<file path="src/pcc_pkg.sv">
// constants and types for the prescaler and clock control block
package pcc_pkg;
    // register indexes; byte address is four times the index
    localparam logic [15:0] OSC_CTRL_IDX = 16'hFF01;
    localparam logic [15:0] PRESCALE_SEL_IDX = 16'hFF10;
    localparam logic [15:0] SOURCE_SEL_IDX = 16'hFF12;
    localparam logic [15:0] CLK_OUT_CTRL_IDX = 16'hFF14;
    localparam logic [15:0] EVENT_GATE_IDX = 16'hFF15;
    localparam int ADDR_W = 18;
    localparam int DATA_W = 32;
    // field positions
    localparam int FAST_OSC_EN_BIT = 2;
    localparam int T0_DIV_LSB = 0;
    localparam int T0_CLK_EN_BIT = 3;
    localparam int T0_SRC_BIT = 0;
    localparam int FAST_DIV_LSB = 0;
    localparam int FAST_OUT_EN_BIT = 3;
    localparam int SLOW_DIV_LSB = 4;
    localparam int SLOW_OUT_EN_BIT = 7;
    localparam int T0_GATE_BIT = 0;
    localparam int T1_GATE_BIT = 1;
    localparam int DIV_W = 3;
    localparam int CHAIN_W = 7;
    // oscillator channel numbers
    localparam int SLOW_CH = 0;
    localparam int FAST_CH = 1;
    // reset values
    localparam logic [2:0] DIV_RESET = 3'h0;
    localparam logic BIT_RESET = 1'b0;
    localparam logic [6:0] CHAIN_RESET = 7'h00;

    // software control fields
    typedef struct packed {
        logic fast_osc_enable;
        logic timer0_source_select;
        logic [2:0] timer0_divide_field;
        logic timer0_clock_enable;
        logic slow_out_enable;
        logic [2:0] slow_out_divide;
        logic fast_out_enable;
        logic [2:0] fast_out_divide;
        logic timer0_event_gate;
        logic timer1_event_gate;
    } pcc_ctrl_t;

    localparam pcc_ctrl_t CTRL_RESET = '{BIT_RESET, BIT_RESET, DIV_RESET,
        BIT_RESET, BIT_RESET, DIV_RESET, BIT_RESET, DIV_RESET, BIT_RESET,
        BIT_RESET};
endpackage : pcc_pkg

</file>
<file path="src/pcc_prescaler.sv">
// prescaler, clock gating and avalon register slave
`timescale 1ns/1ps
// Behaviour
// - fast oscillator enable starts it at one, stops it at zero, reads back.
// - after reset the fast oscillator enable bit is zero.
// - timer 0 source select takes slow at one, fast at zero, reads back.
// - after reset timer 0 source select is zero, choosing the fast clock.
// - a readable three-bit timer 0 divide field picks one of eight ratios.
// - the timer 0 divide field resets to zero.
// - output divide codes 0 to 7 divide slow and fast by 1 to 128.
// - with slow out enable at one the divided slow clock drives its pin.
// - with fast out enable at one the divided fast clock drives its pin.
// - timer 0 event gate passes the event input at one, blocks it at zero.
// - timer 0 clock enable passes the divided clock at one, not at zero.
module pcc_prescaler (
    input wire logic SYS_CLK,
    input wire logic RESET,
    input wire logic [pcc_pkg::ADDR_W-1:0] AVS_ADDRESS,
    input wire logic AVS_READ,
    input wire logic AVS_WRITE,
    input wire logic [pcc_pkg::DATA_W-1:0] AVS_WRITEDATA,
    output logic [pcc_pkg::DATA_W-1:0] AVS_READDATA,
    output logic AVS_WAITREQUEST,
    input wire logic SLOW_OSC_CLK,
    input wire logic FAST_OSC_CLK,
    input wire logic TIMER0_EVENT_INPUT,
    input wire logic TIMER1_EVENT_INPUT,
    output logic FAST_OSC_ENABLE,
    output logic TIMER0_CLOCK,
    output logic TIMER0_EVENT_CLOCK,
    output logic TIMER1_EVENT_CLOCK,
    output logic SLOW_CLOCK_OUTPUT,
    output logic FAST_CLOCK_OUTPUT
);
    pcc_pkg::pcc_ctrl_t ctrl_reg;
    logic wait_reg;
    logic [pcc_pkg::DATA_W-1:0] rdata_reg;
    logic [pcc_pkg::DATA_W-1:0] rdata_next;
    logic [15:0] idx;
    logic [1:0] osc_pin;
    logic t0_new_tap;
    logic slow_new_tap;
    logic fast_new_tap;
    logic [pcc_pkg::CHAIN_W:0] taps [2];
    logic [1:0] evt_meta_reg;
    logic [1:0] evt_sync_reg;
    logic t0_src_tap;
    logic t0_on_reg;
    logic [2:0] t0_div_reg;
    logic t0_src_reg;
    logic slow_on_reg;
    logic [2:0] slow_div_reg;
    logic fast_on_reg;
    logic [2:0] fast_div_reg;

    assign idx = AVS_ADDRESS[pcc_pkg::ADDR_W-1:2];
    assign osc_pin = {FAST_OSC_CLK, SLOW_OSC_CLK};

    // per oscillator: synchroniser, edge detect, free-running chain
    genvar ch;
    generate
        for (ch = 0; ch < 2; ch = ch + 1) begin : g_chain
            logic meta_reg;
            logic sync_reg;
            logic last_reg;
            logic [pcc_pkg::CHAIN_W-1:0] cnt_reg;
            always_ff @(posedge SYS_CLK) begin
                if (RESET) begin
                    meta_reg <= 1'b0;
                    sync_reg <= 1'b0;
                    last_reg <= 1'b0;
                    cnt_reg <= pcc_pkg::CHAIN_RESET;
                end else begin
                    meta_reg <= osc_pin[ch];
                    sync_reg <= meta_reg;
                    last_reg <= sync_reg;
                    if (sync_reg && !last_reg) begin
                        cnt_reg <= cnt_reg + 7'h01;
                    end
                end
            end
            // tap 0 is the oscillator, tap n is divide by 2 to the n
            assign taps[ch] = {cnt_reg, sync_reg};
        end
    endgenerate

    // avalon handshake: one wait cycle, then answer
    always_ff @(posedge SYS_CLK) begin
        if (RESET) begin
            wait_reg <= 1'b1;
        end else begin
            wait_reg <= !((AVS_READ || AVS_WRITE) && wait_reg);
        end
    end

    // read mux, unmapped reads give zero
    always_comb begin
        rdata_next = '0;
        case (idx)
            pcc_pkg::OSC_CTRL_IDX: begin
                rdata_next[pcc_pkg::FAST_OSC_EN_BIT] =
                    ctrl_reg.fast_osc_enable;
            end
            pcc_pkg::PRESCALE_SEL_IDX: begin
                rdata_next[pcc_pkg::T0_DIV_LSB +: pcc_pkg::DIV_W] =
                    ctrl_reg.timer0_divide_field;
                rdata_next[pcc_pkg::T0_CLK_EN_BIT] =
                    ctrl_reg.timer0_clock_enable;
            end
            pcc_pkg::SOURCE_SEL_IDX: begin
                rdata_next[pcc_pkg::T0_SRC_BIT] =
                    ctrl_reg.timer0_source_select;
            end
            pcc_pkg::CLK_OUT_CTRL_IDX: begin
                rdata_next[pcc_pkg::FAST_DIV_LSB +: pcc_pkg::DIV_W] =
                    ctrl_reg.fast_out_divide;
                rdata_next[pcc_pkg::FAST_OUT_EN_BIT] =
                    ctrl_reg.fast_out_enable;
                rdata_next[pcc_pkg::SLOW_DIV_LSB +: pcc_pkg::DIV_W] =
                    ctrl_reg.slow_out_divide;
                rdata_next[pcc_pkg::SLOW_OUT_EN_BIT] =
                    ctrl_reg.slow_out_enable;
            end
            pcc_pkg::EVENT_GATE_IDX: begin
                rdata_next[pcc_pkg::T0_GATE_BIT] = ctrl_reg.timer0_event_gate;
                rdata_next[pcc_pkg::T1_GATE_BIT] = ctrl_reg.timer1_event_gate;
            end
            default: begin
                rdata_next = '0;
            end
        endcase
    end

    // read data captured during the wait cycle
    always_ff @(posedge SYS_CLK) begin
        if (RESET) begin
            rdata_reg <= '0;
        end else if (AVS_READ && wait_reg) begin
            rdata_reg <= rdata_next;
        end
    end

    // register writes at the answering edge
    always_ff @(posedge SYS_CLK) begin
        if (RESET) begin
            ctrl_reg <= pcc_pkg::CTRL_RESET;
        end else if (AVS_WRITE && !wait_reg) begin
            case (idx)
                pcc_pkg::OSC_CTRL_IDX: begin
                    ctrl_reg.fast_osc_enable <=
                        AVS_WRITEDATA[pcc_pkg::FAST_OSC_EN_BIT];
                end
                pcc_pkg::PRESCALE_SEL_IDX: begin
                    ctrl_reg.timer0_divide_field <=
                        AVS_WRITEDATA[pcc_pkg::T0_DIV_LSB +: pcc_pkg::DIV_W];
                    ctrl_reg.timer0_clock_enable <=
                        AVS_WRITEDATA[pcc_pkg::T0_CLK_EN_BIT];
                end
                pcc_pkg::SOURCE_SEL_IDX: begin
                    ctrl_reg.timer0_source_select <=
                        AVS_WRITEDATA[pcc_pkg::T0_SRC_BIT];
                end
                pcc_pkg::CLK_OUT_CTRL_IDX: begin
                    ctrl_reg.fast_out_divide <=
                        AVS_WRITEDATA[pcc_pkg::FAST_DIV_LSB +: pcc_pkg::DIV_W];
                    ctrl_reg.fast_out_enable <=
                        AVS_WRITEDATA[pcc_pkg::FAST_OUT_EN_BIT];
                    ctrl_reg.slow_out_divide <=
                        AVS_WRITEDATA[pcc_pkg::SLOW_DIV_LSB +: pcc_pkg::DIV_W];
                    ctrl_reg.slow_out_enable <=
                        AVS_WRITEDATA[pcc_pkg::SLOW_OUT_EN_BIT];
                end
                pcc_pkg::EVENT_GATE_IDX: begin
                    ctrl_reg.timer0_event_gate <=
                        AVS_WRITEDATA[pcc_pkg::T0_GATE_BIT];
                    ctrl_reg.timer1_event_gate <=
                        AVS_WRITEDATA[pcc_pkg::T1_GATE_BIT];
                end
                default: begin
                    ctrl_reg <= ctrl_reg;
                end
            endcase
        end
    end

    assign t0_src_tap = t0_src_reg ? taps[pcc_pkg::SLOW_CH][t0_div_reg]
                                   : taps[pcc_pkg::FAST_CH][t0_div_reg];

    // taps the pending settings would pick
    assign t0_new_tap = ctrl_reg.timer0_source_select
        ? taps[pcc_pkg::SLOW_CH][ctrl_reg.timer0_divide_field]
        : taps[pcc_pkg::FAST_CH][ctrl_reg.timer0_divide_field];
    assign slow_new_tap = taps[pcc_pkg::SLOW_CH][ctrl_reg.slow_out_divide];
    assign fast_new_tap = taps[pcc_pkg::FAST_CH][ctrl_reg.fast_out_divide];

    // settings move only while output, old tap and new tap are low
    // so no pulse is cut short; a tap frozen high on a stopped oscillator
    // holds the old setting until that oscillator runs again
    always_ff @(posedge SYS_CLK) begin
        if (RESET) begin
            t0_on_reg <= 1'b0;
            t0_div_reg <= pcc_pkg::DIV_RESET;
            t0_src_reg <= 1'b0;
            slow_on_reg <= 1'b0;
            slow_div_reg <= pcc_pkg::DIV_RESET;
            fast_on_reg <= 1'b0;
            fast_div_reg <= pcc_pkg::DIV_RESET;
        end else begin
            if (!TIMER0_CLOCK && !t0_src_tap && !t0_new_tap) begin
                t0_on_reg <= ctrl_reg.timer0_clock_enable;
                t0_div_reg <= ctrl_reg.timer0_divide_field;
                t0_src_reg <= ctrl_reg.timer0_source_select;
            end
            if (!SLOW_CLOCK_OUTPUT && !slow_new_tap &&
                    !taps[pcc_pkg::SLOW_CH][slow_div_reg]) begin
                slow_on_reg <= ctrl_reg.slow_out_enable;
                slow_div_reg <= ctrl_reg.slow_out_divide;
            end
            if (!FAST_CLOCK_OUTPUT && !fast_new_tap &&
                    !taps[pcc_pkg::FAST_CH][fast_div_reg]) begin
                fast_on_reg <= ctrl_reg.fast_out_enable;
                fast_div_reg <= ctrl_reg.fast_out_divide;
            end
        end
    end

    // event inputs: two-flop synchronisers
    always_ff @(posedge SYS_CLK) begin
        if (RESET) begin
            evt_meta_reg <= 2'h0;
            evt_sync_reg <= 2'h0;
        end else begin
            evt_meta_reg <= {TIMER1_EVENT_INPUT, TIMER0_EVENT_INPUT};
            evt_sync_reg <= evt_meta_reg;
        end
    end

    // registered clock outputs
    always_ff @(posedge SYS_CLK) begin
        if (RESET) begin
            TIMER0_CLOCK <= 1'b0;
            SLOW_CLOCK_OUTPUT <= 1'b0;
            FAST_CLOCK_OUTPUT <= 1'b0;
            TIMER0_EVENT_CLOCK <= 1'b0;
            TIMER1_EVENT_CLOCK <= 1'b0;
        end else begin
            TIMER0_CLOCK <= t0_on_reg && t0_src_tap;
            SLOW_CLOCK_OUTPUT <= slow_on_reg &&
                taps[pcc_pkg::SLOW_CH][slow_div_reg];
            FAST_CLOCK_OUTPUT <= fast_on_reg &&
                taps[pcc_pkg::FAST_CH][fast_div_reg];
            TIMER0_EVENT_CLOCK <= ctrl_reg.timer0_event_gate &&
                evt_sync_reg[pcc_pkg::T0_GATE_BIT];
            TIMER1_EVENT_CLOCK <= ctrl_reg.timer1_event_gate &&
                evt_sync_reg[pcc_pkg::T1_GATE_BIT];
        end
    end

    // oscillator enable and bus outputs
    assign FAST_OSC_ENABLE = ctrl_reg.fast_osc_enable;
    assign AVS_WAITREQUEST = wait_reg;
    assign AVS_READDATA = rdata_reg;
endmodule : pcc_prescaler

</file>
<file path="config.mk">
export PLATFORM = sky130hd
export DESIGN_NAME = pcc_prescaler
export DESIGN_NICKNAME = d
export VERILOG_FILES = /design/src/pcc_pkg.sv /design/src/pcc_prescaler.sv
export SDC_FILE = /design/constraint.sdc
export NUM_CORES = 1
export LEC_CHECK = 0
export ABC_AREA = 1
export ABC_CLOCK_PERIOD_IN_PS = 1600
export BUFFER_PORTS_ARGS = -buffer_cell sky130_fd_sc_hd__buf_4
export CELL_PAD_IN_SITES_DETAIL_PLACEMENT = 1
export CELL_PAD_IN_SITES_GLOBAL_PLACEMENT = 2
export CORE_MARGIN = 3
export CORE_UTILIZATION = 28
export DETAILED_ROUTE_END_ITERATION = 16
export GPL_TIMING_DRIVEN = 0
export PLACE_DENSITY_LB_ADDON = 0.1
export SYNTH_ARGS = -nofsm -noshare
export SYNTH_HDL_FRONTEND = slang
export SYNTH_SLANG_ARGS = --single-unit
</file>
<file path="constraint.sdc">
create_clock -name SYS_CLK -period 1.6 [get_ports SYS_CLK]
set_input_delay 0.24 -clock SYS_CLK [delete_from_list [all_inputs] [get_ports SYS_CLK]]
set_output_delay 0.24 -clock SYS_CLK [all_outputs]
set_load 0.02 [all_outputs]
</file>
-- After elaboration in Yosys (flattened, before gate mapping)
Cells that the tools add are included.
- input port bits: 58
- register bits after elaboration: 67
- latch bits: 0
- memories kept: 0
- RAM bits: 0
- logic and storage cells: 105
- memory bits (read-only): 0
- output and inout port bits: 39
- div/mod/pow operators: 0
- mux-type cells: 23
- reductions and logical operators: 35
- shift operators: 0
- equality and inequality tests: 5
- $add $sub $neg: 2
- multiply operators: 0
- $lt $le $gt $ge: 6
- bitwise operators: 0
- operators with widths (kind ; number):
    $eq A16 B16 Y1 const B ; 5
    $bmux W1 S3 ; 8
    $lt A3 B4 Y1 const B ; 6
    $logic_and A1 B1 Y1 ; 16
    $add A7 B1 Y7 const B ; 2
    $logic_not A1 Y1 ; 13
    $mux W1 ; 10
    $reduce_and A2 Y1 ; 5
    $pmux W1 S3 ; 2
    $mux W4 ; 1
    $pmux W1 S4 ; 1
    $pmux W1 S2 ; 1
    $logic_or A1 B1 Y1 ; 1

-- Logic depth before layout (Yosys ltp)
Gate-level depths: netlist of the first run.
- depth after elaboration: 6
- gate-level depth with buffers: 11
- gate-level depth less buffers: 10

-- Worst setup path before layout of the first run
OpenSTA, ideal clock, no wires.
- path type: register to register
- start point: register fast_div_reg[0]
- end point: register fast_on_reg
- data required time: 1.480 ns
- buffers on the path: 1
- arrival: 1.351 ns
- path slack: 0.129 ns
- stages on the path, launching flop included: 8
- cells stage by stage: dfxtp_1 -> buf_2 -> o211ai_1 -> nand2_1 -> o21ai_0 -> nand2_1 -> o21ai_0 -> a21oi_1
- longest elaborated chain between the ends: 4
- RTL lines (item ; line ; RTL):
    start: declaration ; pcc_prescaler.sv:54 ; logic [2:0] fast_div_reg;
    start signal: assignment ; pcc_prescaler.sv:207 ; fast_div_reg <= pcc_pkg::DIV_RESET;
    start signal: assignment ; pcc_prescaler.sv:222 ; fast_div_reg <= ctrl_reg.fast_out_divide;
    $bmux W1 S3 ; pcc_prescaler.sv:220 ; !taps[pcc_pkg::FAST_CH][fast_div_reg]) begin
    $mux W1 (not written as such) ; pcc_prescaler.sv:220 ;
    $logic_not A1 Y1 ; pcc_prescaler.sv:220 ;
    $logic_and A1 B1 Y1 ; pcc_prescaler.sv:219 ; if (!FAST_CLOCK_OUTPUT && !fast_new_tap &&
    end signal: assignment ; pcc_prescaler.sv:221 ; fast_on_reg <= ctrl_reg.fast_out_enable;
    end: declaration ; pcc_prescaler.sv:53 ; logic fast_on_reg;
Every way passes these cells. The select of a mux whose other input is x is not followed.
A chain may end at the register's enable or synchronous reset.

-- Worst setup path in the final report of the first run
- start point: register t0_div_reg[0]
- end point: register t0_on_reg
- longest elaborated chain between the ends: 6
- RTL lines (item ; line ; RTL):
    start: declaration ; pcc_prescaler.sv:49 ; logic [2:0] t0_div_reg;
    start signal: assignment ; pcc_prescaler.sv:202 ; t0_div_reg <= pcc_pkg::DIV_RESET;
    start signal: assignment ; pcc_prescaler.sv:211 ; t0_div_reg <= ctrl_reg.timer0_divide_field;
    $bmux W1 S3, on equally long branches ; pcc_prescaler.sv:187, pcc_prescaler.sv:186 ;
    $mux W1, on equally long branches ; pcc_prescaler.sv:187, pcc_prescaler.sv:186 ;
    $mux W1 (*) ; pcc_prescaler.sv:186 ; assign t0_src_tap = t0_src_reg ? taps[pcc_pkg::SLOW_CH][t0_div_reg]
    $logic_not A1 Y1 (*) ; pcc_prescaler.sv:209 ; if (!TIMER0_CLOCK && !t0_src_tap && !t0_new_tap) begin
    $logic_and A1 B1 Y1 (*) (2 in a row) ; pcc_prescaler.sv:209 ;
    end signal: assignment ; pcc_prescaler.sv:210 ; t0_on_reg <= ctrl_reg.timer0_clock_enable;
    end: declaration ; pcc_prescaler.sv:48 ; logic t0_on_reg;
Every way passes the cells marked *; elsewhere a longest branch is shown, timed or not. The select of a mux whose other input is x is not followed.

==> summary.md, run 1 <==
| Metric | Value |
|---|---|
| Share of synthesized area occupied by flip-flops and latches | `39.0%` |
| Highest clock frequency the design can meet | `about 650 MHz` |
| Part of the cycle the worst path needs | `96.1%` |
| Clk Latency, worst-skew pair | `between 0.3 and 0.4 ns` |
| Max reg flops | `15` |
| Worst IR drop on VDD | `0.455 mV` |
| Core utilization of the finished layout | `39.1%` |
| Yosys warning total | `0` |
| Reg power frac | `38.5%` |
| Antenna diodes | `0` |
| Run status | `completed` |
| Number of H-tree levels | `3` |
| Max-capacitance violation count | `0` |
| Standby leakage power | `about 2.0 nW` |
| Vias | `3492` |
| Hold Crit Depth | `3` |
| Maximum single-stage delay on the critical path | `0.31 ns` |
| Slew HR | `52.1%` |
| Remaining Overflow, GRT | `0` |
| Clock-pin slew on the worst setup and hold paths | `0.06 ns` |
| Hold Path Class | `in2reg` |
| Number of register bits inferred by synthesis | `67` |
| Critical path peak fanout | `8` |
| Most repeated library cell on the critical path | `sky130_fd_sc_hd__nand3_2` |
| Sum Neg Setup Slack | `0 ns` |
| Syn Inst Count | `507` |
| WP buf/inv | `2` |
| Cell Area, Synth | `3440 um^2` |
| Hold Buf Count CTS | `0` |
| First drt pass iteration count | `4` |
| Final max-slew violation count | `0` |
| Floorplan die area | `13600 um^2` |
| Final weighted congestion in routability-driven placement | `0.765` |
| Post-Layout Cell Count | `741` |
| Area of the core | `11700 um^2` |
| Dominant cells by area after synthesis | `sky130_fd_sc_hd__dfxtp_1 39%, sky130_fd_sc_hd__nand2_1 12%, sky130_fd_sc_hd__nand3_1 9.0%, sky130_fd_sc_hd__inv_1 6.4%, sky130_fd_sc_hd__nor2_1 6.1%` |
| Classification of the worst setup path | `reg2reg` |
| Most frequent cells in the layout | `97 x sky130_fd_sc_hd__nand2_1, 76 x sky130_fd_sc_hd__buf_4, 60 x sky130_fd_sc_hd__dfxtp_1, 57 x sky130_fd_sc_hd__inv_1, 48 x sky130_fd_sc_hd__nor2_1` |
| Clk root buf | `sky130_fd_sc_hd__clkbuf_16` |
| Kind of cell with the highest combined delay on the critical path | `simple AND/OR/NAND/NOR gates` |
| TritonCTS clock tree | `yes` |
| Kind of capture point of the worst setup path | `flip-flop` |
| Die height | `117 um` |
| Layout Area Growth over Synthesis | `33.4%` |
| Starting density of the core | `29.3%` |
| Share of post-route cells with drive strength above 1 | `between 20% and 30%` |
| Setup-violating endpoint count in the final report | `0` |
| Dominant cell type by area after synthesis | `sky130_fd_sc_hd__dfxtp_1` |
| Count of buffers inserted at the top-level ports | `46` |
| CTS Buffer Depth | `2` |
| Worst Reg2Reg Path Length in Cells | `11` |
| Cell area after layout | `4580 um^2` |
| Internal power | `~3.3 mW` |
| Total global routing track utilization | `16.5%` |
| Detailed-placement wirelength estimate | `roughly 8000 um` |
| Leading cell type in the layout, fill and taps excluded | `sky130_fd_sc_hd__nand2_1` |
| Power density of the placed cells | `1030 nW/um^2` |
| Residual DRC count | `0` |
| Vias in the first global route | `3393` |
| Final Skew | `0.00746 ns` |
| Clock network fraction of design power | `40.0%` |
| Post-route ant nets | `0` |
| Slew of the pin with the lowest slew margin | `0.718 ns` |
| Arrival time reported for the critical path endpoint | `1.77 ns` |
| Share of total power consumed by net switching | `30.6%` |
| Fin. Hold Viols | `0` |
| DR vias/cell | `4.71` |
| Area fraction of the dominant cell type after synthesis | `39.0%` |
| P_sw | `1.44 mW` |
| Worst-path cell chain | `buf_6, clkinvlp_4, nand2_2, nand3_2, nand3_2, nand3_2, nand2_2, nor2_4, nand3_2, nand2_2, nor2_1` |
| Time the worst path needs with I/O delays and setup | `around 1.5 ns` |
| Yosys cell types | `28` |
| Unrepaired setup endpoints after global routing | `yes` |
| WP depth | `11` |
| DRT Wirelength | `10900 um` |
| Row Count | `39` |
| Nature of the critical path startpoint | `flip-flop` |
| Top Ports | `97` |
| Tot Pwr | `4.71 mW` |
| TritonCTS buffer count | `9` |
| Synthesized area per cell | `6.78 um^2` |
| Instance area after placement | `4050 um^2` |
| Slowest cell on crit path | `sky130_fd_sc_hd__dfxtp_2` |
| Share of power burned in combinational logic | `21.5%` |
| Net total in the final layout | `653` |
| Clk sink count | `67` |
| Pin count of the biggest net entering global routing | `12` |
| Required time worst endpoint | `1.83 ns` |
| Routed wire length per instance | `14.7 um` |
| Global-route wire length before repair | `17200 um` |
| Inst Count DP | `719` |
| Die Wd | `117 um` |
| Initial antenna violation count | `0` |
| Number of design-rule violations left by the first detailed-router iteration | `131` |
[worst paths after layout]
check | start | endpoint | slack, ns
worst max-delay path | t0_div_reg[0]$_SDFFE_PP0P_ | t0_on_reg$_SDFFE_PP0P_ | 0.06
worst min-delay path | SLOW_OSC_CLK | g_chain[0].meta_reg$_SDFF_PP0_ | 0.1
worst max register to register | t0_div_reg[0]$_SDFFE_PP0P_ | t0_on_reg$_SDFFE_PP0P_ | 0.06
worst min register to register | evt_meta_reg[0]$_SDFF_PP0_ | evt_sync_reg[0]$_SDFF_PP0_ | 0.40
[kinds of logic after synthesis]
group           synth area share [%]
compound gates                  13.4
fa+ha+maj                      0.728
simple gates                    32.8
other cells                    0.109
flops                           39.0
buf+inv                         13.9
[cell usage after synthesis (all sizes together)]
cell	number
ha	2
nand4	5
inv	60
nor4	1
conb	1
nand3b	2
o21ai	25
clkbuf	7
a211oi	2
a31oi	2
o211ai	13
a21oi	39
clkinv	1
nand3	63
and3	1
dfxtp	67
buf	31
nand2	109
nor2	58
nor3	18
[timing repair]
item | in CTS | in global routing
pin swaps | 0 | 20
setup buffers | 0 | 6
endpoints found under the setup margin | 21 | 19
resized for setup | 15 | 50
[tightest hold or removal path: stages]
cell                     delay [ns]
sky130_fd_sc_hd__buf_4         0.07
sky130_fd_sc_hd__inv_1         0.03
sky130_fd_sc_hd__nor2_1        0.06
[power by group through the flow]
stage	sequential (mW)	clock, mW	combinational (mW)
after floorplan	1.82	0	0.551
final	1.81	1.88	1.01
after detailed placement	1.83	0	0.782
after global placement	1.83	0	0.767
after global routing	1.83	2.02	1.13
after CTS	1.80	1.94	0.826
[metal layers]
layer	track usage [%]	routed length, um	up-vias
li1	-	-	1784
met1	20.0	5030	1655
met2	28.7	5400	45
met3	4.58	382	8
met4	4.82	97	0
met5	0	0	-
[per-stage QoR]
stage                     hold slack (ns)  setup slack, ns
after floorplan                     0.347            0.129
after detailed placement            0.402           -0.305
after global routing                0.107          -0.0565
after global placement              0.390           -0.210
after CTS                          0.0852          0.00451
final                              0.0960           0.0631
[area by class of cell]
class / count / area, um^2
Inverter: 61 / 233
Fill cell: 1520 / 7130
Tap cell: 143 / 179
Buffer: 38 / 270
Multi-Input combinational cell: 364 / 1880
Clock inverter: 4 / 25.0
Timing Repair Buffer: 52 / 390
Clock buffer: 12 / 256
Sequential cell: 67 / 1350
Power figures use the tool's default switching activity.
==> run 2, diff against run 1 <==
--- a/config.mk
+++ b/config.mk
@@ -15,5 +15,5 @@
 export DETAILED_ROUTE_END_ITERATION = 16
 export GPL_TIMING_DRIVEN = 0
-export PLACE_DENSITY_LB_ADDON = 0.1
+export PLACE_DENSITY_LB_ADDON = 0.15
 export SYNTH_ARGS = -nofsm -noshare
 export SYNTH_HDL_FRONTEND = slang
==> constraint.sdc (replaced) <==
create_clock -name SYS_CLK -period 1.6 [get_ports SYS_CLK]
set_input_delay 0 -clock SYS_CLK [delete_from_list [all_inputs] [get_ports SYS_CLK]]
set_output_delay 0 -clock SYS_CLK [all_outputs]
set_load 0.05 [all_outputs]
==> run 2 against run 1 <==
Effect of this change: core utilization hardly changed; fmax grew 5.8%; non-clock buffer count rose by 7; die area is the same; cell count increased by 0.67%; sequential share of layout area barely moved; total power up 2.3%; worst hold slack got worse by 0.029 ns; critical endpoint unchanged; largest power group unchanged.
==> summary.md, run 2 (same netlist as run 1, synthesis figures left out) <==
| Metric | Value |
|---|---|
| Run status | `completed` |
| Leading cell type in the layout, fill and taps excluded | `sky130_fd_sc_hd__nand2_1` |
| Routed wire length per instance | `14.5 um` |
| Die Wd | `117 um` |
| CTS Buffer Depth | `2` |
| Clk Latency, worst-skew pair | `0.34 ns` |
| Die height | `117 um` |
| Final weighted congestion in routability-driven placement | `0.767` |
| Total global routing track utilization | `17.0%` |
| Highest clock frequency the design can meet | `688 MHz` |
| Layout Area Growth over Synthesis | `33.5%` |
| Share of post-route cells with drive strength above 1 | `21.2%` |
| Starting density of the core | `between 20 and 30%` |
| Instance area after placement | `about 4000 um^2` |
| Number of design-rule violations left by the first detailed-router iteration | `142` |
| Time the worst path needs with I/O delays and setup | `1.45 ns` |
| Worst IR drop on VDD | `0.700 mV` |
| Net total in the final layout | `660` |
| Count of buffers inserted at the top-level ports | `46` |
| Final max-slew violation count | `0` |
| Unrepaired setup endpoints after global routing | `no` |
| Floorplan die area | `13600 um^2` |
| Core utilization of the finished layout | `39.2%` |
| Power density of the placed cells | `1050 nW/um^2` |
| Slew HR | `54.6%` |
| Detailed-placement wirelength estimate | `8240 um` |
| Global-route wire length before repair | `17800 um` |
| Antenna diodes | `0` |
| Critical path peak fanout | `10` |
| Clk root buf | `sky130_fd_sc_hd__clkbuf_16` |
| Nature of the critical path startpoint | `flip-flop` |
| Worst Hold Endpoint | `FAST_OSC_ENABLE$_SDFFE_PP0P_` |
| Arrival time reported for the critical path endpoint | `1.69 ns` |
| Maximum single-stage delay on the critical path | `0.29 ns` |
| Remaining Overflow, GRT | `0` |
| DRT Wirelength | `roughly 11000 um` |
| TritonCTS buffer count | `9` |
| First drt pass iteration count | `4` |
| Max reg flops | `15` |
| Row Count | `39` |
| Kind of cell with the highest combined delay on the critical path | `simple AND/OR/NAND/NOR gates` |
| Worst Reg2Reg Path Length in Cells | `10` |
| WP buf/inv | `2` |
| Classification of the worst setup path | `reg2reg` |
| Most repeated library cell on the critical path | `sky130_fd_sc_hd__nand2_1` |
| Hold Crit Depth | `6` |
| Clk sink count | `67` |
| Area of the core | `11700 um^2` |
| Clock-pin slew on the worst setup and hold paths | `0.05 ns` |
| Reg-to-reg critical path startpoint | `ctrl_reg[11]$_SDFFE_PP0P_` |
| Hold path startpoint | `AVS_ADDRESS[7]` |
| TritonCTS clock tree | `yes` |
| Worst-path cell chain | `buf_4, buf_8, o211ai_1, nand3_1, nand2_1, nand2_1, nand2_2, nand3_1, nand2_1, nor2_1` |
| Part of the cycle the worst path needs | `90.8%` |
| Sum Neg Setup Slack | `0 ns` |
| Most frequent cells in the layout | `104 x sky130_fd_sc_hd__nand2_1, 71 x sky130_fd_sc_hd__buf_4, 61 x sky130_fd_sc_hd__nand3_1, 59 x sky130_fd_sc_hd__dfxtp_1, 55 x sky130_fd_sc_hd__inv_1` |
| DR vias/cell | `4.70` |
| Capture point of the worst reg-to-reg path | `t0_on_reg$_SDFFE_PP0P_` |
| Vias in the first global route | `3600` |
| Post-route ant nets | `0` |
| Vias | `3507` |
| Setup-violating endpoint count in the final report | `0` |
| Residual DRC count | `0` |
| Standby leakage power | `approximately 2.0 nW` |
| Fin. Hold Viols | `0` |
| Kind of capture point of the worst setup path | `flip-flop` |
| Max-capacitance violation count | `0` |
| Number of H-tree levels | `3` |
| Slew of the pin with the lowest slew margin | `0.681 ns` |
| Hold Path Class | `in2reg` |
| Tot Pwr | `4.82 mW` |
| Required time worst endpoint | `1.83 ns` |
| R2R setup slack | `0.15 ns` |
| Cell area after layout | `4590 um^2` |
| Pin count of the biggest net entering global routing | `11` |
| Slowest cell on crit path | `sky130_fd_sc_hd__dfxtp_1` |
| Initial antenna violation count | `0` |
| Final Skew | `0.00297 ns` |
| Top Ports | `97` |
==> run 2: through the flow <==
step                setup slack, ns  hold slack, ns  cells
floorplan                    0.0241           0.107    530
global placement             -0.176           0.198    719
detailed placement           -0.187           0.210    719
CTS                        0.000692          0.0547    747
global route                0.00218          0.0797    746
finish                        0.147          0.0667    746
==> run 2: worst max-delay path by stage <==
stage	slack [ns]	from	depth (start not counted)	to
5_1_grt	0.002	ctrl_reg[11]$_SDFFE_PP0P_	10	t0_src_reg$_SDFFE_PP0P_
3_5_place_dp	-0.19	AVS_WAITREQUEST$_SDFF_PP1_	4	ctrl_reg[12]$_SDFFE_PP0P_
4_1_cts	0.0007	ctrl_reg[11]$_SDFFE_PP0P_	10	t0_div_reg[1]$_SDFFE_PP0P_
6_report	0.15	ctrl_reg[11]$_SDFFE_PP0P_	10	t0_on_reg$_SDFFE_PP0P_
3_3_place_gp	-0.18	g_chain[1].cnt_reg[0]$_SDFFE_PP0P_	8	fast_on_reg$_SDFFE_PP0P_
2_1_floorplan	0.02	AVS_WAITREQUEST$_SDFF_PP1_	4	ctrl_reg[10]$_SDFFE_PP0P_
==> run 2: routing by layer <==
layer	vias up	routed length (um)	GRT usage [%]
li1	1799	-	-
met1	1652	4950	20.4
met2	46	5360	29.7
met3	10	349	4.22
met4	0	159	5.81
met5	-	0	0
==> run 2: repair_timing <==
action | in CTS | in global routing
resized for setup | 15 | 28
pin swaps | 0 | 6
endpoints found under the setup margin | 19 | 21
hold buffers | 14 | 0
hold endpoints to repair | 20 | 0
setup buffers | 0 | 0
gates cloned | 0 | 0
==> run 2: layout make-up <==
class,instances,area [um^2]
buffer,37,255
clock buffer,12,267
clock inverter,2,35.0
fill,1497,7120
inverter,61,231
multi-input combinational,364,1780
sequential,67,1350
tap,143,179
timing repair buffer,60,485
==> run 2: worst reg2reg max path, delay by kind of cell, from the launching register on <==
family / cells / cell delay (ns)
AO/OA/AOI/OAI: 1 / 0.18
buffers and inverters: 2 / 0.30
AND/OR/NAND/NOR: 7 / 0.59
flip-flops: 1 / 0.29
==> run 2: report_power, final <==
group	internal (mW)	leakage, nW	switching [mW]
Sequential	1.74	0.548	0.0886
Combinational	0.348	1.27	0.601
Clock	1.31	0.151	0.726
==> run 3, diff against run 2 <==
CTS_BUF_LIST = sky130_fd_sc_hd__clkbuf_16   (was unset)
==> run 3 against run 2 <==
Effect of this change: wire length barely moved; global-route usage stayed put; clock-buffer cell count shrank 3; fmax hardly changed; combinational power is essentially flat; via count unchanged; worst hold slack hardly changed; clock skew about the same; register-to-register slack about the same; critical path type unchanged; largest power group unchanged; highest routed layer unchanged.
==> summary.md, run 3 (same netlist as run 1, synthesis figures left out) <==
| Metric | Value |
|---|---|
| Run status | `completed` |
| Hold Path Class | `in2reg` |
| Kind of capture point of the worst setup path | `flip-flop` |
| Row Count | `39` |
| Kind of cell with the highest combined delay on the critical path | `simple AND/OR/NAND/NOR gates` |
| Slew HR | `54.6%` |
| Clock-pin slew on the worst setup and hold paths | `0.05 ns` |
| Vias | `3507` |
| Layout Area Growth over Synthesis | `32.7%` |
| Standby leakage power | `1.95 nW` |
| Post-Place Worst Slack | `-0.187 ns` |
| Time the worst path needs with I/O delays and setup | `1.45 ns` |
| Worst-path cell chain | `buf_4, buf_8, o211ai_1, nand3_1, nand2_1, nand2_1, nand2_2, nand3_1, nand2_1, nor2_1` |
| Maximum single-stage delay on the critical path | `0.29 ns` |
| Setup fix buffers added after clock tree synthesis | `0` |
| Tot Pwr | `4.67 mW` |
| Leading cell type in the layout, fill and taps excluded | `sky130_fd_sc_hd__nand2_1` |
| Part of the cycle the worst path needs | `90.8%` |
| Number of design-rule violations left by the first detailed-router iteration | `approximately 140` |
| Required time worst endpoint | `1.83 ns` |
| Clk Latency, worst-skew pair | `0.34 ns` |
| Final weighted congestion in routability-driven placement | `0.767` |
| Die height | `117 um` |
| Area of the core | `11700 um^2` |
| Detailed-placement wirelength estimate | `8240 um` |
| Clk sink count | `67` |
| First drt pass iteration count | `4` |
| Vias in the first global route | `3600` |
| Count of buffers inserted at the top-level ports | `46` |
| Share of post-route cells with drive strength above 1 | `20.7%` |
| Initial antenna violation count | `0` |
| DR vias/cell | `4.70` |
| CTS Buffer Depth | `2` |
| Power density of the placed cells | `1020 nW/um^2` |
| Critical path peak fanout | `10` |
| Max reg flops | `15` |
| WP buf/inv | `2` |
| Starting density of the core | `29.3%` |
| TritonCTS buffer count | `9` |
| Most repeated library cell on the critical path | `sky130_fd_sc_hd__nand2_1` |
| Slowest cell on crit path | `sky130_fd_sc_hd__dfxtp_1` |
| Floorplan die area | `13600 um^2` |
| Highest clock frequency the design can meet | `688 MHz` |
| Worst IR drop on VDD | `0.697 mV` |
| TritonCTS clock tree | `yes` |
| Post-Layout Cell Count | `746` |
| Most frequent cells in the layout | `104 x sky130_fd_sc_hd__nand2_1, 71 x sky130_fd_sc_hd__buf_4, 61 x sky130_fd_sc_hd__nand3_1, 59 x sky130_fd_sc_hd__dfxtp_1, 55 x sky130_fd_sc_hd__inv_1` |
| Die Wd | `about 120 um` |
| Classification of the worst setup path | `reg2reg` |
| Remaining Overflow, GRT | `0` |
| Global-route wire length before repair | `17800 um` |
| Antenna diodes | `0` |
| Top Ports | `97` |
| Arrival time reported for the critical path endpoint | `1.69 ns` |
| Residual DRC count | `0` |
| Clk root buf | `sky130_fd_sc_hd__clkbuf_16` |
| Net total in the final layout | `660` |
| Pin count of the biggest net entering global routing | `11` |
| Post-route ant nets | `0` |
| Slew of the pin with the lowest slew margin | `0.681 ns` |
| Fin. Hold Viols | `0` |
| Number of H-tree levels | `3` |
| Setup-violating endpoint count in the final report | `0` |
| Inst Count DP | `roughly 720` |
| Final max-slew violation count | `0` |
| Final worst setup slack | `approximately 0.15 ns` |
| Max-capacitance violation count | `0` |
| FILL cells | `between 1000 and 1500` |
| Nature of the critical path startpoint | `flip-flop` |
| Unrepaired setup endpoints after global routing | `no` |
| Routed wire length per instance | `14.5 um` |
| Final Skew | `0.00298 ns` |
| Total global routing track utilization | `17.0%` |
| DRT Wirelength | `10800 um` |
run 3: path summary, 6_finish.rpt:
| kind | start | to | slack, ns | cells past startpoint |
|---|---|---|---|---|
| setup / recovery | ctrl_reg[11]$_SDFFE_PP0P_ | t0_on_reg$_SDFFE_PP0P_ | 0.15 | 10 |
| hold / removal | AVS_ADDRESS[7] | FAST_OSC_ENABLE$_SDFFE_PP0P_ | 0.07 | 6 |
| setup reg to reg | ctrl_reg[11]$_SDFFE_PP0P_ | t0_on_reg$_SDFFE_PP0P_ | 0.15 | 10 |
| hold reg to reg | g_chain[1].meta_reg$_SDFF_PP0_ | g_chain[1].sync_reg$_SDFF_PP0_ | 0.39 | 2 |
run 3: repair_timing:
item | CTS | global route
hold buffers | 14 | 0
setup endpoints to repair | 19 | 21
pin swaps | 0 | 6
hold endpoints to repair | 20 | 0
resized for setup | 15 | 28
run 3: power by group:
part,internal [mW],total (mW),switching (mW)
sequential,1.74,1.83,0.0886
clock,1.17,1.89,0.722
combinational,0.348,0.949,0.601
run 3: layer usage:
| metal | share of wire (%) | GRT usage (%) |
|---|---|---|
| met2 | 50 | 29.7 |
| met3 | 3.2 | 4.22 |
| met1 | 46 | 20.4 |
| met4 | 1.5 | 5.81 |
| met5 | 0 | 0 |
run 3: worst reg2reg max path, stage by stage (launching register included):
cell,delay (ns)
sky130_fd_sc_hd__dfxtp_1,0.29
sky130_fd_sc_hd__buf_4,0.16
sky130_fd_sc_hd__buf_8,0.14
sky130_fd_sc_hd__o211ai_1,0.18
sky130_fd_sc_hd__nand3_1,0.11
sky130_fd_sc_hd__nand2_1,0.08
sky130_fd_sc_hd__nand2_1,0.06
sky130_fd_sc_hd__nand2_2,0.11
sky130_fd_sc_hd__nand3_1,0.09
sky130_fd_sc_hd__nand2_1,0.09
sky130_fd_sc_hd__nor2_1,0.05
run 3: cell type report:
cell class / instances / area, um^2 / area share, %
clock inverter: 5 / 46.3 / 1.02
clock buffer: 9 / 225 / 4.94
sequential: 67 / 1350 / 29.7
inverter: 61 / 231 / 5.08
buffer: 37 / 255 / 5.60
timing repair buffer: 60 / 485 / 10.7
tap: 143 / 179 / 3.93
multi-input combinational: 364 / 1780 / 39.1
run 3: stage by stage:
step                hold WS [ns]  TNS (ns)  utilization, %  cell area (um^2)
finish                    0.0667         0            38.9              4560
global route              0.0797         0            38.9              4560
CTS                       0.0547         0            38.4              4500
detailed placement         0.210     -2.90            34.6              4050
floorplan                  0.107         0               -              3520
global placement           0.198     -2.18            34.6              4050
